$ cat config.mk
export PLATFORM = sky130hd
export DESIGN_NAME = acsv_top
export DESIGN_NICKNAME = d
export VERILOG_FILES = /design/src/rtl/acsv_pkg.sv /design/src/rtl/acsv_if.sv /design/src/rtl/acsv_top.sv /design/src/rtl/acsv_tick_div.sv
export SDC_FILE = /design/constraint.sdc
export NUM_CORES = 1
export LEC_CHECK = 0
export ABC_CLOCK_PERIOD_IN_PS = 2700
export BUFFER_PORTS_ARGS = -buffer_cell sky130_fd_sc_hd__buf_4
export CAP_MARGIN = 40
export CORE_MARGIN = 4
export CORE_UTILIZATION = 50
export DETAILED_ROUTE_END_ITERATION = 6
export GPL_ROUTABILITY_DRIVEN = 0
export GPL_TIMING_DRIVEN = 0
export PLACE_DENSITY_LB_ADDON = 0.12
export SETUP_SLACK_MARGIN = 0.15
export SYNTH_ARGS = -nofsm -noshare
export SYNTH_HDL_FRONTEND = slang
export SYNTH_SLANG_ARGS = --single-unit
$ cat constraint.sdc
create_clock -name clk -period 2.7 [get_ports clk]
set_clock_uncertainty 0.05 [all_clocks]
set_input_delay 0.27 -clock clk [delete_from_list [all_inputs] [get_ports clk]]
set_output_delay 0.27 -clock clk [all_outputs]
set_load 0.02 [all_outputs]
$ cat src/rtl/acsv_pkg.sv
package acsv_pkg;
  // class count and class ordering (first class is index 0)
  localparam int unsigned ACSV_NUM_CLASSES = 6;
  localparam int unsigned ACSV_NUM_FLAGS = 16;
  localparam int unsigned ACSV_FLAGS_LO = 8;
  localparam int unsigned ACSV_NUM_RELAYS = 5;
  localparam int unsigned ACSV_NUM_SIG = 16;

  // relay variable slots: relays 1..4 then relay 6 (slot 54 is reserved)
  localparam int unsigned ACSV_RLY_ONE = 0;

  // class groupings for the summaries
  localparam logic [5:0] ACSV_WARN_MASK = 6'h03;
  localparam logic [5:0] ACSV_SHUT_MASK = 6'h3C;
  localparam logic [5:0] ACSV_CENT_MASK = 6'h3E;

  // horn reset time
  localparam int unsigned ACSV_CLK_HZ = 100_000_000;
  localparam int unsigned ACSV_HORN_TICK_US = 1000;
  localparam int unsigned ACSV_TICK_CYC = ACSV_CLK_HZ / 1_000_000
    * ACSV_HORN_TICK_US;
  localparam logic [15:0] ACSV_HORN_DEF_MS = 16'h00B4;

  // sync mode encoding
  typedef enum logic [1:0] {
    ACSV_SYNC_CHECK = 2'b00,
    ACSV_SYNC_PERM = 2'b01,
    ACSV_SYNC_RUN = 2'b10
  } acsv_sync_t;

  // register byte offsets
  localparam logic [7:0] ACSV_REG_CTRL = 8'h00;
  localparam logic [7:0] ACSV_REG_HORN = 8'h04;
  localparam logic [7:0] ACSV_REG_STAT = 8'h08;
  localparam logic [7:0] ACSV_REG_IRQ = 8'h0C;
  localparam logic [7:0] ACSV_REG_MASK = 8'h10;

  // ctrl field positions
  localparam int unsigned ACSV_C_SYNC = 0;
  localparam int unsigned ACSV_C_RACK = 2;
  localparam int unsigned ACSV_C_AUTO = 3;
  localparam int unsigned ACSV_C_MAN = 4;
  localparam int unsigned ACSV_C_KLOCK = 5;
  localparam int unsigned ACSV_C_ACK = 6;

  // interrupt bits
  localparam int unsigned ACSV_I_NEW = 0;
  localparam int unsigned ACSV_I_HORN_END = 1;
  localparam int unsigned ACSV_I_ACK = 2;
  localparam int unsigned ACSV_NUM_IRQ = 3;
endpackage

$ cat src/rtl/acsv_if.sv
`timescale 1ns/100ps
interface acsv_tick_if;
  logic tick;
  modport src (output tick);
  modport dst (input tick);
endinterface

$ cat src/rtl/acsv_top.sv
// The Wishbone register port and the register offsets were left to the implementer.
`timescale 1ns/100ps
// Contract
// - class indication while member alarm active/latched
// - any-class summary over all six classes
// - warning summary over first two classes
// - shutdown summary over classes three to six
// - centralized summary excludes first class only
// - new-alarm sets on trigger until acknowledged
// - horn on trigger until reset time elapses
// - relay variables mirror driving equation states
// - sixteen flags in two index ranges
// - flag outputs feed back to equations
// - three exclusive sync mode indications
// - external acknowledge variable selects remote ack
// - automatic and manual mode request variables
// - keypad lock indication while locked
// - alarm indications selectable by every equation
// - relay one combined with not-ready condition
module acsv_top
  import acsv_pkg::*;
#(
  parameter int unsigned NUM_CLASSES = ACSV_NUM_CLASSES,
  parameter int unsigned NUM_FLAGS = ACSV_NUM_FLAGS,
  parameter int unsigned TICK_CYC = ACSV_TICK_CYC
) (
  // clock and reset
  input wire logic clk,
  input wire logic arst_n,
  // alarm sources, per class
  input wire logic [NUM_CLASSES-1:0] class_active,
  input wire logic [NUM_CLASSES-1:0] class_latched,
  input wire logic [NUM_CLASSES-1:0] class_trigger,
  input wire logic panel_ack,
  input wire logic remote_ack,
  // equation evaluator results
  input wire logic [NUM_FLAGS-1:0] flag_eq,
  input wire logic [ACSV_NUM_RELAYS-1:0] relay_eq,
  input wire logic not_ready,
  // wishbone classic slave
  input wire logic wb_cyc_i,
  input wire logic wb_stb_i,
  input wire logic wb_we_i,
  input wire logic [7:0] wb_adr_i,
  input wire logic [3:0] wb_sel_i,
  input wire logic [31:0] wb_dat_i,
  output logic [31:0] wb_dat_o,
  output logic wb_ack_o,
  // status vector to equations
  output logic [NUM_CLASSES-1:0] alarm_class,
  output logic all_classes,
  output logic warning_alarm,
  output logic shutdown_alarm,
  output logic centralized_alarm,
  output logic new_alarm,
  output logic horn,
  output logic [NUM_FLAGS-1:0] internal_flag_output,
  output logic [ACSV_NUM_RELAYS-1:0] relay_equation_state,
  output logic relay1_drive,
  output logic check_sync_active,
  output logic permissive_sync_active,
  output logic run_sync_active,
  output logic remote_ack_request,
  output logic automatic_mode_request,
  output logic manual_mode_request,
  output logic keypad_lock_active,
  // interrupt
  output logic irq
);
  initial begin
    if (NUM_CLASSES != ACSV_NUM_CLASSES)
      $error("acsv_top: summaries are defined for six classes");
    if (NUM_FLAGS != ACSV_NUM_FLAGS)
      $error("acsv_top: flag layout needs sixteen flags");
    if (TICK_CYC < 2)
      $error("acsv_top: tick divider needs at least two cycles");
    if ((ACSV_WARN_MASK & ACSV_SHUT_MASK) != 6'h00)
      $error("acsv_top: warning and shutdown classes overlap");
    if ((ACSV_WARN_MASK | ACSV_SHUT_MASK) != 6'h3F)
      $error("acsv_top: warning and shutdown must cover all classes");
    if (ACSV_RLY_ONE >= ACSV_NUM_RELAYS)
      $error("acsv_top: relay one slot outside relay vector");
  end

  // ==========================================================
  // state
  typedef struct packed {
    logic [NUM_CLASSES-1:0] cls;
    logic all_c;
    logic warn;
    logic shut;
    logic cent;
    logic newa;
    logic horn;
    logic [15:0] horn_ms;
    logic [15:0] horn_time;
    logic [NUM_FLAGS-1:0] flags;
    logic [ACSV_NUM_RELAYS-1:0] rly;
    logic r1;
    acsv_sync_t sync;
    logic chk;
    logic prm;
    logic run;
    logic rack;
    logic autor;
    logic manr;
    logic klock;
    logic [ACSV_NUM_IRQ-1:0] ist;
    logic [ACSV_NUM_IRQ-1:0] imsk;
    logic irq;
    logic ack;
    logic back;
    logic [31:0] dat;
  } acsv_state_t;

  acsv_state_t s_q, s_d;

  acsv_tick_if tk();

  acsv_tick_div #(
    .DIV(TICK_CYC)
  ) u_div (
    .clk(clk),
    .arst_n(arst_n),
    .t(tk)
  );

  logic [NUM_CLASSES-1:0] cls_now;
  logic trig;
  logic ack_evt;
  logic req;
  logic wr;
  logic rd;
  logic [31:0] wmask;
  logic [31:0] ctrl_rd;
  logic [31:0] stat_rd;
  logic horn_done;

  // ==========================================================
  // combinational evaluation
  always_comb begin
    s_d = s_q;
    cls_now = class_active | class_latched;
    trig = |class_trigger;
    // acknowledgement source chosen by the remote-ack variable
    ack_evt = s_q.rack ? remote_ack : panel_ack;
    ack_evt = ack_evt | s_q.ack;
    // the raised bus ack blocks a second take of the same request
    req = wb_cyc_i & wb_stb_i & ~s_q.back;
    wr = req & wb_we_i;
    rd = req & ~wb_we_i;
    wmask = {{8{wb_sel_i[3]}}, {8{wb_sel_i[2]}},
             {8{wb_sel_i[1]}}, {8{wb_sel_i[0]}}};
    horn_done = 1'b0;

    // ==========================================================
    // class and summary indications are registered in this one update
    s_d.cls = cls_now;
    s_d.all_c = |cls_now;
    s_d.warn = |(cls_now & ACSV_WARN_MASK);
    s_d.shut = |(cls_now & ACSV_SHUT_MASK);
    s_d.cent = |(cls_now & ACSV_CENT_MASK);

    // ==========================================================
    // trigger wins over a simultaneous acknowledge
    if (trig) begin
      s_d.newa = 1'b1;
    end else if (ack_evt) begin
      s_d.newa = 1'b0;
    end

    // ==========================================================
    // horn: restart on every trigger, stop on expiry
    if (trig) begin
      // a zero reset time leaves the horn silent
      if (s_q.horn_time == 16'h0000) begin
        s_d.horn = 1'b0;
      end else begin
        s_d.horn = 1'b1;
      end
      s_d.horn_ms = s_q.horn_time;
    end else if (s_q.horn && tk.tick) begin
      if (s_q.horn_ms <= 16'h0001) begin
        s_d.horn = 1'b0;
        s_d.horn_ms = '0;
        horn_done = 1'b1;
      end else begin
        s_d.horn_ms = s_q.horn_ms - 16'h0001;
      end
    end

    // ==========================================================
    // flags are registered and fed back to the evaluator
    s_d.flags = flag_eq;
    s_d.rly = relay_eq;
    // relay one energises only if its equation holds and unit ready
    s_d.r1 = relay_eq[ACSV_RLY_ONE] & ~not_ready;

    // one-hot sync indications decoded from the stored mode
    s_d.chk = 1'b0;
    s_d.prm = 1'b0;
    s_d.run = 1'b0;
    unique case (s_q.sync)
      ACSV_SYNC_CHECK: begin
        s_d.chk = 1'b1;
      end
      ACSV_SYNC_PERM: begin
        s_d.prm = 1'b1;
      end
      ACSV_SYNC_RUN: begin
        s_d.run = 1'b1;
      end
      default: begin
      end
    endcase

    // ==========================================================
    // sticky events: set wins over read clear
    if (rd && wb_adr_i == ACSV_REG_IRQ) begin
      s_d.ist = '0;
    end
    if (trig) begin
      s_d.ist[ACSV_I_NEW] = 1'b1;
    end
    if (horn_done) begin
      s_d.ist[ACSV_I_HORN_END] = 1'b1;
    end
    if (ack_evt && s_q.newa) begin
      s_d.ist[ACSV_I_ACK] = 1'b1;
    end
    s_d.irq = |(s_d.ist & s_d.imsk);

    // ==========================================================
    // register views and writes
    ctrl_rd = '0;
    ctrl_rd[ACSV_C_SYNC +: 2] = s_q.sync;
    ctrl_rd[ACSV_C_RACK] = s_q.rack;
    ctrl_rd[ACSV_C_AUTO] = s_q.autor;
    ctrl_rd[ACSV_C_MAN] = s_q.manr;
    ctrl_rd[ACSV_C_KLOCK] = s_q.klock;
    stat_rd = '0;
    stat_rd[NUM_CLASSES-1:0] = s_q.cls;
    stat_rd[NUM_CLASSES +: 6] = {s_q.horn, s_q.newa, s_q.cent,
                                 s_q.shut, s_q.warn, s_q.all_c};
    s_d.ack = 1'b0;
    if (wr) begin
      unique case (wb_adr_i)
        ACSV_REG_CTRL: begin
          if (wb_sel_i[0]) begin
            if (wb_dat_i[ACSV_C_SYNC +: 2] != 2'b11) begin
              s_d.sync = acsv_sync_t'(wb_dat_i[ACSV_C_SYNC +: 2]);
            end
            s_d.rack = wb_dat_i[ACSV_C_RACK];
            s_d.autor = wb_dat_i[ACSV_C_AUTO];
            s_d.manr = wb_dat_i[ACSV_C_MAN];
            s_d.klock = wb_dat_i[ACSV_C_KLOCK];
            s_d.ack = wb_dat_i[ACSV_C_ACK];
          end
        end
        ACSV_REG_HORN: begin
          s_d.horn_time = (s_q.horn_time & ~wmask[15:0])
                        | (wb_dat_i[15:0] & wmask[15:0]);
        end
        ACSV_REG_MASK: begin
          if (wb_sel_i[0]) s_d.imsk = wb_dat_i[ACSV_NUM_IRQ-1:0];
        end
        default: begin
        end
      endcase
    end
    // ack stands one cycle, then falls while the master releases
    s_d.back = req;

    // ==========================================================
    // bus answer one cycle after the request; unmapped reads zero
    s_d.dat = '0;
    if (rd) begin
      unique case (wb_adr_i)
        ACSV_REG_CTRL: begin
          s_d.dat = ctrl_rd;
        end
        ACSV_REG_HORN: begin
          s_d.dat = {16'h0000, s_q.horn_time};
        end
        ACSV_REG_STAT: begin
          s_d.dat = stat_rd;
        end
        ACSV_REG_IRQ: begin
          s_d.dat = {29'h0000_0000, s_q.ist};
        end
        ACSV_REG_MASK: begin
          s_d.dat = {29'h0000_0000, s_q.imsk};
        end
        default: begin
          s_d.dat = '0;
        end
      endcase
    end
    // a fresh manual request withdraws the automatic request
    if (s_d.manr && !s_q.manr) begin
      s_d.autor = 1'b0;
    end
  end

  // ==========================================================
  // registers
  always_ff @(posedge clk or negedge arst_n) begin
    if (!arst_n) begin
      s_q <= '0;
      s_q.horn_time <= ACSV_HORN_DEF_MS;
      s_q.sync <= ACSV_SYNC_RUN;
    end else begin
      s_q <= s_d;
    end
  end

  // ==========================================================
  // outputs, all straight from flip-flops
  assign wb_ack_o = s_q.back;
  assign wb_dat_o = s_q.dat;
  assign alarm_class = s_q.cls;
  assign all_classes = s_q.all_c;
  assign warning_alarm = s_q.warn;
  assign shutdown_alarm = s_q.shut;
  assign centralized_alarm = s_q.cent;
  assign new_alarm = s_q.newa;
  assign horn = s_q.horn;
  assign internal_flag_output = s_q.flags;
  assign relay_equation_state = s_q.rly;
  assign relay1_drive = s_q.r1;
  assign check_sync_active = s_q.chk;
  assign permissive_sync_active = s_q.prm;
  assign run_sync_active = s_q.run;
  assign remote_ack_request = s_q.rack;
  assign automatic_mode_request = s_q.autor;
  assign manual_mode_request = s_q.manr;
  assign keypad_lock_active = s_q.klock;
  assign irq = s_q.irq;
endmodule

$ cat src/rtl/acsv_tick_div.sv
`timescale 1ns/100ps
module acsv_tick_div
  import acsv_pkg::*;
#(
  parameter int unsigned DIV = ACSV_TICK_CYC
) (
  // clock and reset
  input wire logic clk,
  input wire logic arst_n,
  // enable pulse out
  acsv_tick_if.src t
);
  initial begin
    if (DIV < 2) $error("acsv_tick_div: DIV must be at least 2");
  end

  typedef struct packed {
    logic [31:0] cnt;
    logic tick;
  } acsv_div_t;

  acsv_div_t s_q, s_d;

  always_comb begin
    s_d = s_q;
    s_d.tick = 1'b0;
    if (s_q.cnt == 32'(DIV - 1)) begin
      s_d.cnt = '0;
      s_d.tick = 1'b1;
    end else begin
      s_d.cnt = s_q.cnt + 32'h0000_0001;
    end
  end

  always_ff @(posedge clk or negedge arst_n) begin
    if (!arst_n) begin
      s_q <= '0;
    end else begin
      s_q <= s_d;
    end
  end

  assign t.tick = s_q.tick;
endmodule

* Word level (Yosys, flattened, before mapping)
Cells that the tools add are included.
Word-level totals: bits in registers 149, bits of input ports 91, output and inout bits 75, logic and storage cells 109
Cells by class: $add $sub $neg 2, order comparisons 1, eq/ne operators 8, muxes and demuxes 29, bitwise logic cells 15, reduce and logical (&&, ||, !) cells 26
Operators with widths (number):
- 16-bit case mux with 5 select lines | 1
- 17-bit two-way mux | 2
- 32-bit by 1-bit adder with 32-bit output (second input constant) | 1
- 16-bit AND | 2
- 32-bit by 17-bit == test with 1-bit output (second input constant) | 1
- 16-bit two-way mux | 2
- 32-bit two-way mux | 1
- 1-bit two-way mux | 19
- 8-bit by 4-bit == test with 1-bit output (second input constant) | 2
- 16-bit by 1-bit <= comparator with 1-bit output (second input constant) | 1
- 16-bit logical NOT | 1
- 16-bit inverter | 1
- 16-bit OR | 1
- 16-bit by 1-bit subtractor with 16-bit output (second input constant) | 1
- 3-bit two-way mux | 4
- 2-bit nonzero test | 6
- 6-bit OR reduction | 2
- 3-bit AND reduction | 3
- 8-bit by 3-bit == test with 1-bit output (second input constant) | 1
- 8-bit by 5-bit == test with 1-bit output (second input constant) | 1
- 8-bit logical NOT | 1
- 6-bit OR | 1
- 1-bit AND | 5
- 5-bit OR reduction | 1
- other kinds (14) | 20

* Logic depth before layout (Yosys ltp)
Gate-level depths: netlist of run 1.
word-level depth 8, mapped depth 8

* Hierarchy
From an unflattened synthesis of run 1, not the netlist that was laid out.
Unflattened totals: cell total of the unflattened synthesis 565, area total of the unflattened synthesis 6261.0 µm²
By module, submodules not included:
- acsv_top | times used 1, cells each 421, area each 4668.2 µm², seq. area each 2508.7 µm²
- acsv_tick_div | times used 1, cells each 144, area each 1592.8 µm², seq. area each 825.8 µm²

* Least setup slack after synthesis of run 1
OpenSTA, ideal clock, no wires.
path kind reg2reg, from register s_q, in the netlist wb_ack_o, to register s_q, in the netlist irq, data arrival time 1.718 ns, setup slack 0.806 ns, stages on the path, launching flop included 7, buffers on the path 1, cell sequence dfrtp_1 and3b_1 clkbuf_1 nand4b_2 o21ai_0 o31ai_2 a221o_1
RTL lines:
- from (decl) | line acsv_top.sv:116 | acsv_state_t s_q, s_d;

==> results of run 1 <==
[metal layers]
layer	wire (um)	global-route usage	vias up
li1	-	-	2221
met1	5760	0.251	2197
met5	0	0	-
met2	7120	0.357	118
met3	771	0.0635	17
met4	173	0.0637	0
[report_power, final]
group	switching [mW]	internal, mW	total, mW
clock network	0.811	1.43	2.24
logic	0.189	0.206	0.395
registers	0.0178	2.03	2.04
[kinds of logic after synthesis]
kind of cell,after synthesis,share of synthesized area
DFF,133,0.549
and+or+nand+nor,206,0.185
buffers and inverters,86,0.0911
other,1,0.000618
AOI/OAI and AO/OA,55,0.0629
xor gates and xnor gates,36,0.0520
muxes,26,0.0532
adders and majority gates,3,0.00619
[cells in the final DEF, fill, tap and decap left out, types with 4 or more instances in the layout]
cell type and count:
dfstp_2 5, xor2_1 11, nor3_1 9, buf_4 189, clkbuf_1 15, inv_1 12
a22oi_1 9, and3_1 16, a21oi_1 9, nand2b_1 4, or3_1 9, nor2_1 49
and2_1 7, a31oi_1 4, nand3_1 17, o31ai_1 9, xnor2_1 25, o21ai_0 9
mux2_2 20, dfrtp_1 128, dlygate4sd3_1 29, nand2_1 39, nor4_1 13, nand4_1 10
or2_2 4, clkinv_2 4, nor2b_1 8, and4_1 7, clkbuf_16 17, conb_1 16
[worst max path at each step]
stage	startpoint	to	depth (start not counted)
2_1_floorplan	wb_ack_o	irq	6
3_3_place_gp	class_trigger[1]	s_q[96]	7
3_5_place_dp	class_trigger[1]	new_alarm	6
4_1_cts	class_active[4]	shutdown_alarm	7
5_1_grt	class_active[3]	all_classes	7
6_report	class_active[3]	shutdown_alarm	7
[stage by stage]
stage / util / hold WS (ns) / instance area (sq um) / std cells / total power [mW]
2_1_floorplan: - / -0.0756 / 6120 / 561 / 2.25
3_3_place_gp: 0.625 / 0.329 / 7290 / 835 / 2.43
3_5_place_dp: 0.628 / 0.230 / 7320 / 836 / 2.44
4_1_cts: 0.702 / 0.00413 / 8190 / 897 / 4.72
5_1_grt: 0.702 / 0.0186 / 8190 / 897 / 4.85
6_report: 0.702 / 0.0166 / 8190 / 897 / 4.68
[worst max-delay path, cell delays in order]
cell           delay [ns]
dlygate4sd3_1        0.54
buf_4                0.13
nor2_1               0.12
dlygate4sd3_1        0.58
inv_1                0.06
nor4_1               0.71
inv_1                0.13
[what timing repair did]
item / CTS / global route
endpoints found under the hold margin: 82 / 0
hold buffers: 29 / 0
buffers inserted: 0 / 0
[area by class of cell]
| cell class | count | area [sq um] | share of cell area |
|---|---|---|---|
| Buffer | 74 | 508 | 0.0620 |
| Clock buffer | 23 | 478 | 0.0583 |
| Clock inverter | 9 | 105 | 0.0128 |
| Inverter | 12 | 45.0 | 0.00550 |
| Multi-Input combinational cell | 342 | 2240 | 0.273 |
| Sequential cell | 133 | 3330 | 0.407 |
| Tap cell | 143 | 179 | 0.0218 |
| Timing Repair Buffer | 161 | 1310 | 0.159 |
==> results by group, run 1 <==
Power and ir drop
  • Max IR drop VDD: 0.000480 V
  • Leakage: 3.99 nW
  • Pwr dens: 571 nW/um^2

Synthesis
  • Post-synth EDFFs: 0
  • Syn avg cell area: 11.1 sq um
  • Main synth FF type: dfrtp_1
  • Synth Warn #: 0
  • Largest area contributor in the synthesized netlist: dfrtp_1
  • Post-synthesis sequential area ratio: 0.549
  • Top-count cell post-synth: dfrtp_1
  • Synth top area share: 0.528
  • Syn Inst Count: 546
  • Netlist cell types: 54
  • Post-synth ARST share: 1.00
  • Synth top cells by count: dfrtp_1 (128), buf_4 (59), nor2_1 (49)
  • Syn Std Cell Area: 6070 sq um
  • Top post-synthesis cells by area: dfrtp_1 (53%), buf_4 (7.3%), mux2_2 (3.7%)
  • Yosys reg bits: 133

Routing
  • Pre-antenna DRT Iters: 4
  • Wirelength per Cell: 15.4 um
  • # DRC: 0
  • Initial detailed-routing violation count: 214
  • Vias per cell: 5.08
  • Vias: 4553
  • Final ANT Viol Nets: 0
  • Drt total wl: 13800 um

Cells and area
  • Ant. Diodes: 0
  • Nets: 835
  • Share of cells above drive strength 1: 0.346
  • # fillers: 870
  • Area Overhead vs Synth: 35.0%

Clock tree
  • CTS tree: built
  • Clock latency at the later pin of the worst-skew pair: 0.41 ns
  • CTS H-tree depth: 4
  • Clock Path Buffers: 2
  • Clock transition at the registers of the reported paths: 0.06 ns
  • Post-CTS Resized: 0
  • Clk sink count: 133
  • Num CTS Buffers: 17
  • Clock tree root buffer cell: clkbuf_16

Timing
  • Slew margin rel.: 0.460
  • Slack of the critical path: 0.378 ns
  • Setup_tns: 0 ns
  • Slew Limit Fails: 0
  • Slew @ Worst Pin: 0.802 ns
  • Final worst path period share: 0.860
  • Max Clock Freq: 431 MHz
  • RSZ-0062 raised after global routing: false
  • Crit path time final: 2.32 ns
  • Final hold violations: 0
  • Setup violators final: 0

Die
  • Die H: 118 um
  • Row count: 39
  • Core Area: 11700 sq um
  • Initial Util: 0.520
  • Ports: 166
  • DIE AREA: 14000 sq um
  • Die X: 118 um

GRT
  • Initial antenna violation count: 0
  • Grt total ovfl: 0
  • Global-route wire length before repair: 23100 um
  • All-layer global routing usage: 0.207
  • Vias in the first global route: 4737
  • Largest net degree at the start of global routing: 75

Worst hold path
  • Hold path start: class_active[2]
  • Hold Path Depth: 3
  • Hold WC Path Type: in -> reg
  • Hold Path End: alarm_class[2]

Setup path
  • CP Capture Type: register
  • Worst path required time: 2.91 ns
  • R2r startpoint: u_div.s_q[1]
  • Kind of critical path: in -> reg
  • Crit path DAT: 2.54 ns
  • Type of origin of the critical path: input port
  • Reg2reg end: u_div.s_q[4]
  • Reg2Reg Depth: 8
  • CP Max Fanout: 3
  • R2R Setup Slk: 0.56 ns

Flow run
  • Number of max-cap violations: 0

Placement
  • Pre-CTS setup slack: 0.406 ns
  • IO Port Bufs: 131
  • HPWL after DPL: 9830 um

Run status
  • Outcome: finished clean
No activity file was read; power rests on OpenSTA's default activity.
==> run 2: changes to the inputs <==
- ABC_AREA: default -> 1
==> run 2 against run 1 <==
- final cell count rose by 32%
- fmax rose by 22%
- total power rose by 3.8%
- combinational power fell by 7.6%
- die area rose by 10%
- sequential cell count did not move
- register-to-register slack improved by 0.23 ns
- core utilization fell by 2.9 points
- critical endpoint is now u_div.s_q[17]
==> results by group, run 2 <==
Timing
  • Slew @ Worst Pin: 0.562 ns
  • Max Clock Freq: 525 MHz
  • Slew margin rel.: 0.622
  • Setup violators final: 0
  • Slack of the critical path: 0.795 ns
  • Slew Limit Fails: 0
  • Final worst path period share: 0.706
  • Setup_tns: 0 ns
  • Final hold violations: 0
  • Crit path time final: 1.91 ns
  • RSZ-0062 raised after global routing: false

Run status
  • Outcome: finished clean

Clock tree
  • Clk sink count: 133
  • CTS tree: built
  • Clock transition at the registers of the reported paths: 0.06 ns
  • Clock latency at the later pin of the worst-skew pair: 0.42 ns
  • CTS H-tree depth: 4
  • Clock Path Buffers: 2
  • Setup Buffers After CTS: 0
  • Clock tree root buffer cell: clkbuf_16
  • Num CTS Buffers: 17

Synthesis
  • Syn avg cell area: 8.35 sq um
  • Post-synth EDFFs: 0
  • Post-synthesis sequential area ratio: 0.495
  • Syn Inst Count: 807
  • Main synth FF type: dfrtp_1
  • Yosys reg bits: 133
  • Synth top area share: 0.475
  • Post-synth ARST share: 1.00
  • Top post-synthesis cells by area: dfrtp_1 (48%), nand2_1 (10%), buf_4 (6.8%)
  • Synth top cells by count: nand2_1 (184), dfrtp_1 (128), inv_1 (98)
  • Largest area contributor in the synthesized netlist: dfrtp_1
  • Synth Warn #: 0
  • Syn Std Cell Area: 6740 sq um
  • Netlist cell types: 39
  • Top-count cell post-synth: nand2_1

Cells and area
  • Area Overhead vs Synth: 32.3%
  • Most frequent cells in the layout: buf_4 (191), nand2_1 (184), dfrtp_1 (128)
  • Final non-filler cell total: 1188
  • Ant. Diodes: 0
  • Nets: 1093
  • Most common cell after layout, fill and taps aside: buf_4
  • Final core utilization: 0.674
  • Share of cells above drive strength 1: 0.269

Power and ir drop
  • Pwr dens: 544 nW/um^2
  • Total power: 4.85 mW
  • Max IR drop VDD: 0.000471 V
  • Leakage: 4.53 nW

Placement
  • HPWL after DPL: 12400 um
  • Pre-CTS setup slack: 0.784 ns
  • Placed Cells: 1130
  • IO Port Bufs: 131

GRT
  • All-layer global routing usage: 0.236
  • Vias in the first global route: 5981
  • Initial antenna violation count: 0
  • Global-route wire length before repair: 27900 um
  • Largest net degree at the start of global routing: 72
  • Grt total ovfl: 0

Die
  • Ports: 166
  • DIE AREA: 15400 sq um
  • Core Area: 13200 sq um
  • Row count: 42
  • Die H: 124 um
  • Die X: 124 um
  • Initial Util: 0.509

Setup path
  • R2r startpoint: u_div.s_q[1]
  • Reg2reg end: u_div.s_q[17]
  • Type of origin of the critical path: register
  • Crit path capture: u_div.s_q[17]
  • Crit path DAT: 2.16 ns
  • Kind of critical path: reg -> reg
  • Worst path required time: 2.95 ns
  • Reg2Reg Depth: 8
  • Setup crit start: u_div.s_q[1]
  • CP Capture Type: register
  • CP Max Fanout: 8
  • R2R Setup Slk: 0.79 ns

Routing
  • Wirelength per Cell: 14.2 um
  • Vias: 5736
  • Final ANT Viol Nets: 0
  • Initial detailed-routing violation count: 364
  • # DRC: 0
  • Vias per cell: 4.83
  • Drt total wl: 16900 um
  • Pre-antenna DRT Iters: 5

Flow run
  • Number of max-cap violations: 0

Worst hold path
  • Hold WC Path Type: in -> reg
## run 2: cell types whose count changed in the layout (fill, tap and decap cells not counted), moves of 20 or more
cell     delta
mux2_2     -20
nand3_1    +40
inv_1      +86
nor2_1     +33
xnor2_1    -21
nand2_1   +145
## run 2: report_power, final
group | switching (mW) | internal (mW) | total, mW | leakage (nW)
logic | 0.180 | 0.185 | 0.365 | 2.62
clock network | 0.894 | 1.55 | 2.45 | 0.297
registers | 0.0170 | 2.02 | 2.04 | 1.62
total | 1.09 | 3.76 | 4.85 | 4.53
## run 2: how the worst min path moves through the flow
stage	from	slack (ns)	to	cells after the start
floorplan	arst_n	-0.08	async pin	0
global placement	flag_eq[6]	0.33	internal_flag_output[6]	1
detailed placement	arst_n	0.23	relay_equation_state[4]	1
CTS	class_latched[5]	0.00003	alarm_class[5]	2
global route	class_latched[5]	0.007	alarm_class[5]	2
finish	class_latched[4]	0.01	alarm_class[4]	2
## run 2: what timing repair did
item,4_1_cts,5_1_grt
setup endpoints to repair,0,0
endpoints found under the hold margin,84,0
hold buffers,26,0
gates resized for setup,0,0
## run 2: worst max-delay path: stages, from the launching register on
cell     delay [ns]
dfrtp_1        0.40
ha_1           0.28
inv_2          0.09
nor3_4         0.37
inv_2          0.11
nor2_4         0.12
nand2_4        0.08
nor2_8         0.22
nor2_2         0.06
## run 2: cell type report
| cell class | count | area (sq um) |
|---|---|---|
| sequential | 133 | 3330 |
| buffer | 67 | 487 |
| multi-input combinational | 519 | 2590 |
| timing repair buffer | 158 | 1270 |
| clock buffer | 18 | 429 |
| inverter | 103 | 387 |
| fill | 1124 | 4320 |
| clock inverter | 14 | 200 |
| tap | 176 | 220 |
## run 2: per-layer routing
metal	share of wire	wire length [um]	GRT usage
met1	0.42	7120	0.286
met2	0.51	8620	0.416
met3	0.050	841	0.0509
met4	0.020	344	0.0808
met5	0	0	0
## run 2: cell families (layout without fill, tap and decap cells)
family                     count (synthesis)  count (layout)  synth area share
xor gates and xnor gates                  26              26            0.0338
buffers and inverters                    170             360             0.130
other                                      1              16          0.000556
DFF                                      133             133             0.495
AOI/OAI and AO/OA                         70              70            0.0616
adders and majority gates                  3               3           0.00557
and+or+nand+nor                          404             404             0.274
## run 2: through the flow
step	cell area (sq um)	hold slack [ns]
6_report	8920	0.0126
2_1_floorplan	6800	-0.0756
3_5_place_dp	8030	0.231
5_1_grt	8920	0.00723
4_1_cts	8920	0.0000285
3_3_place_gp	8000	0.329
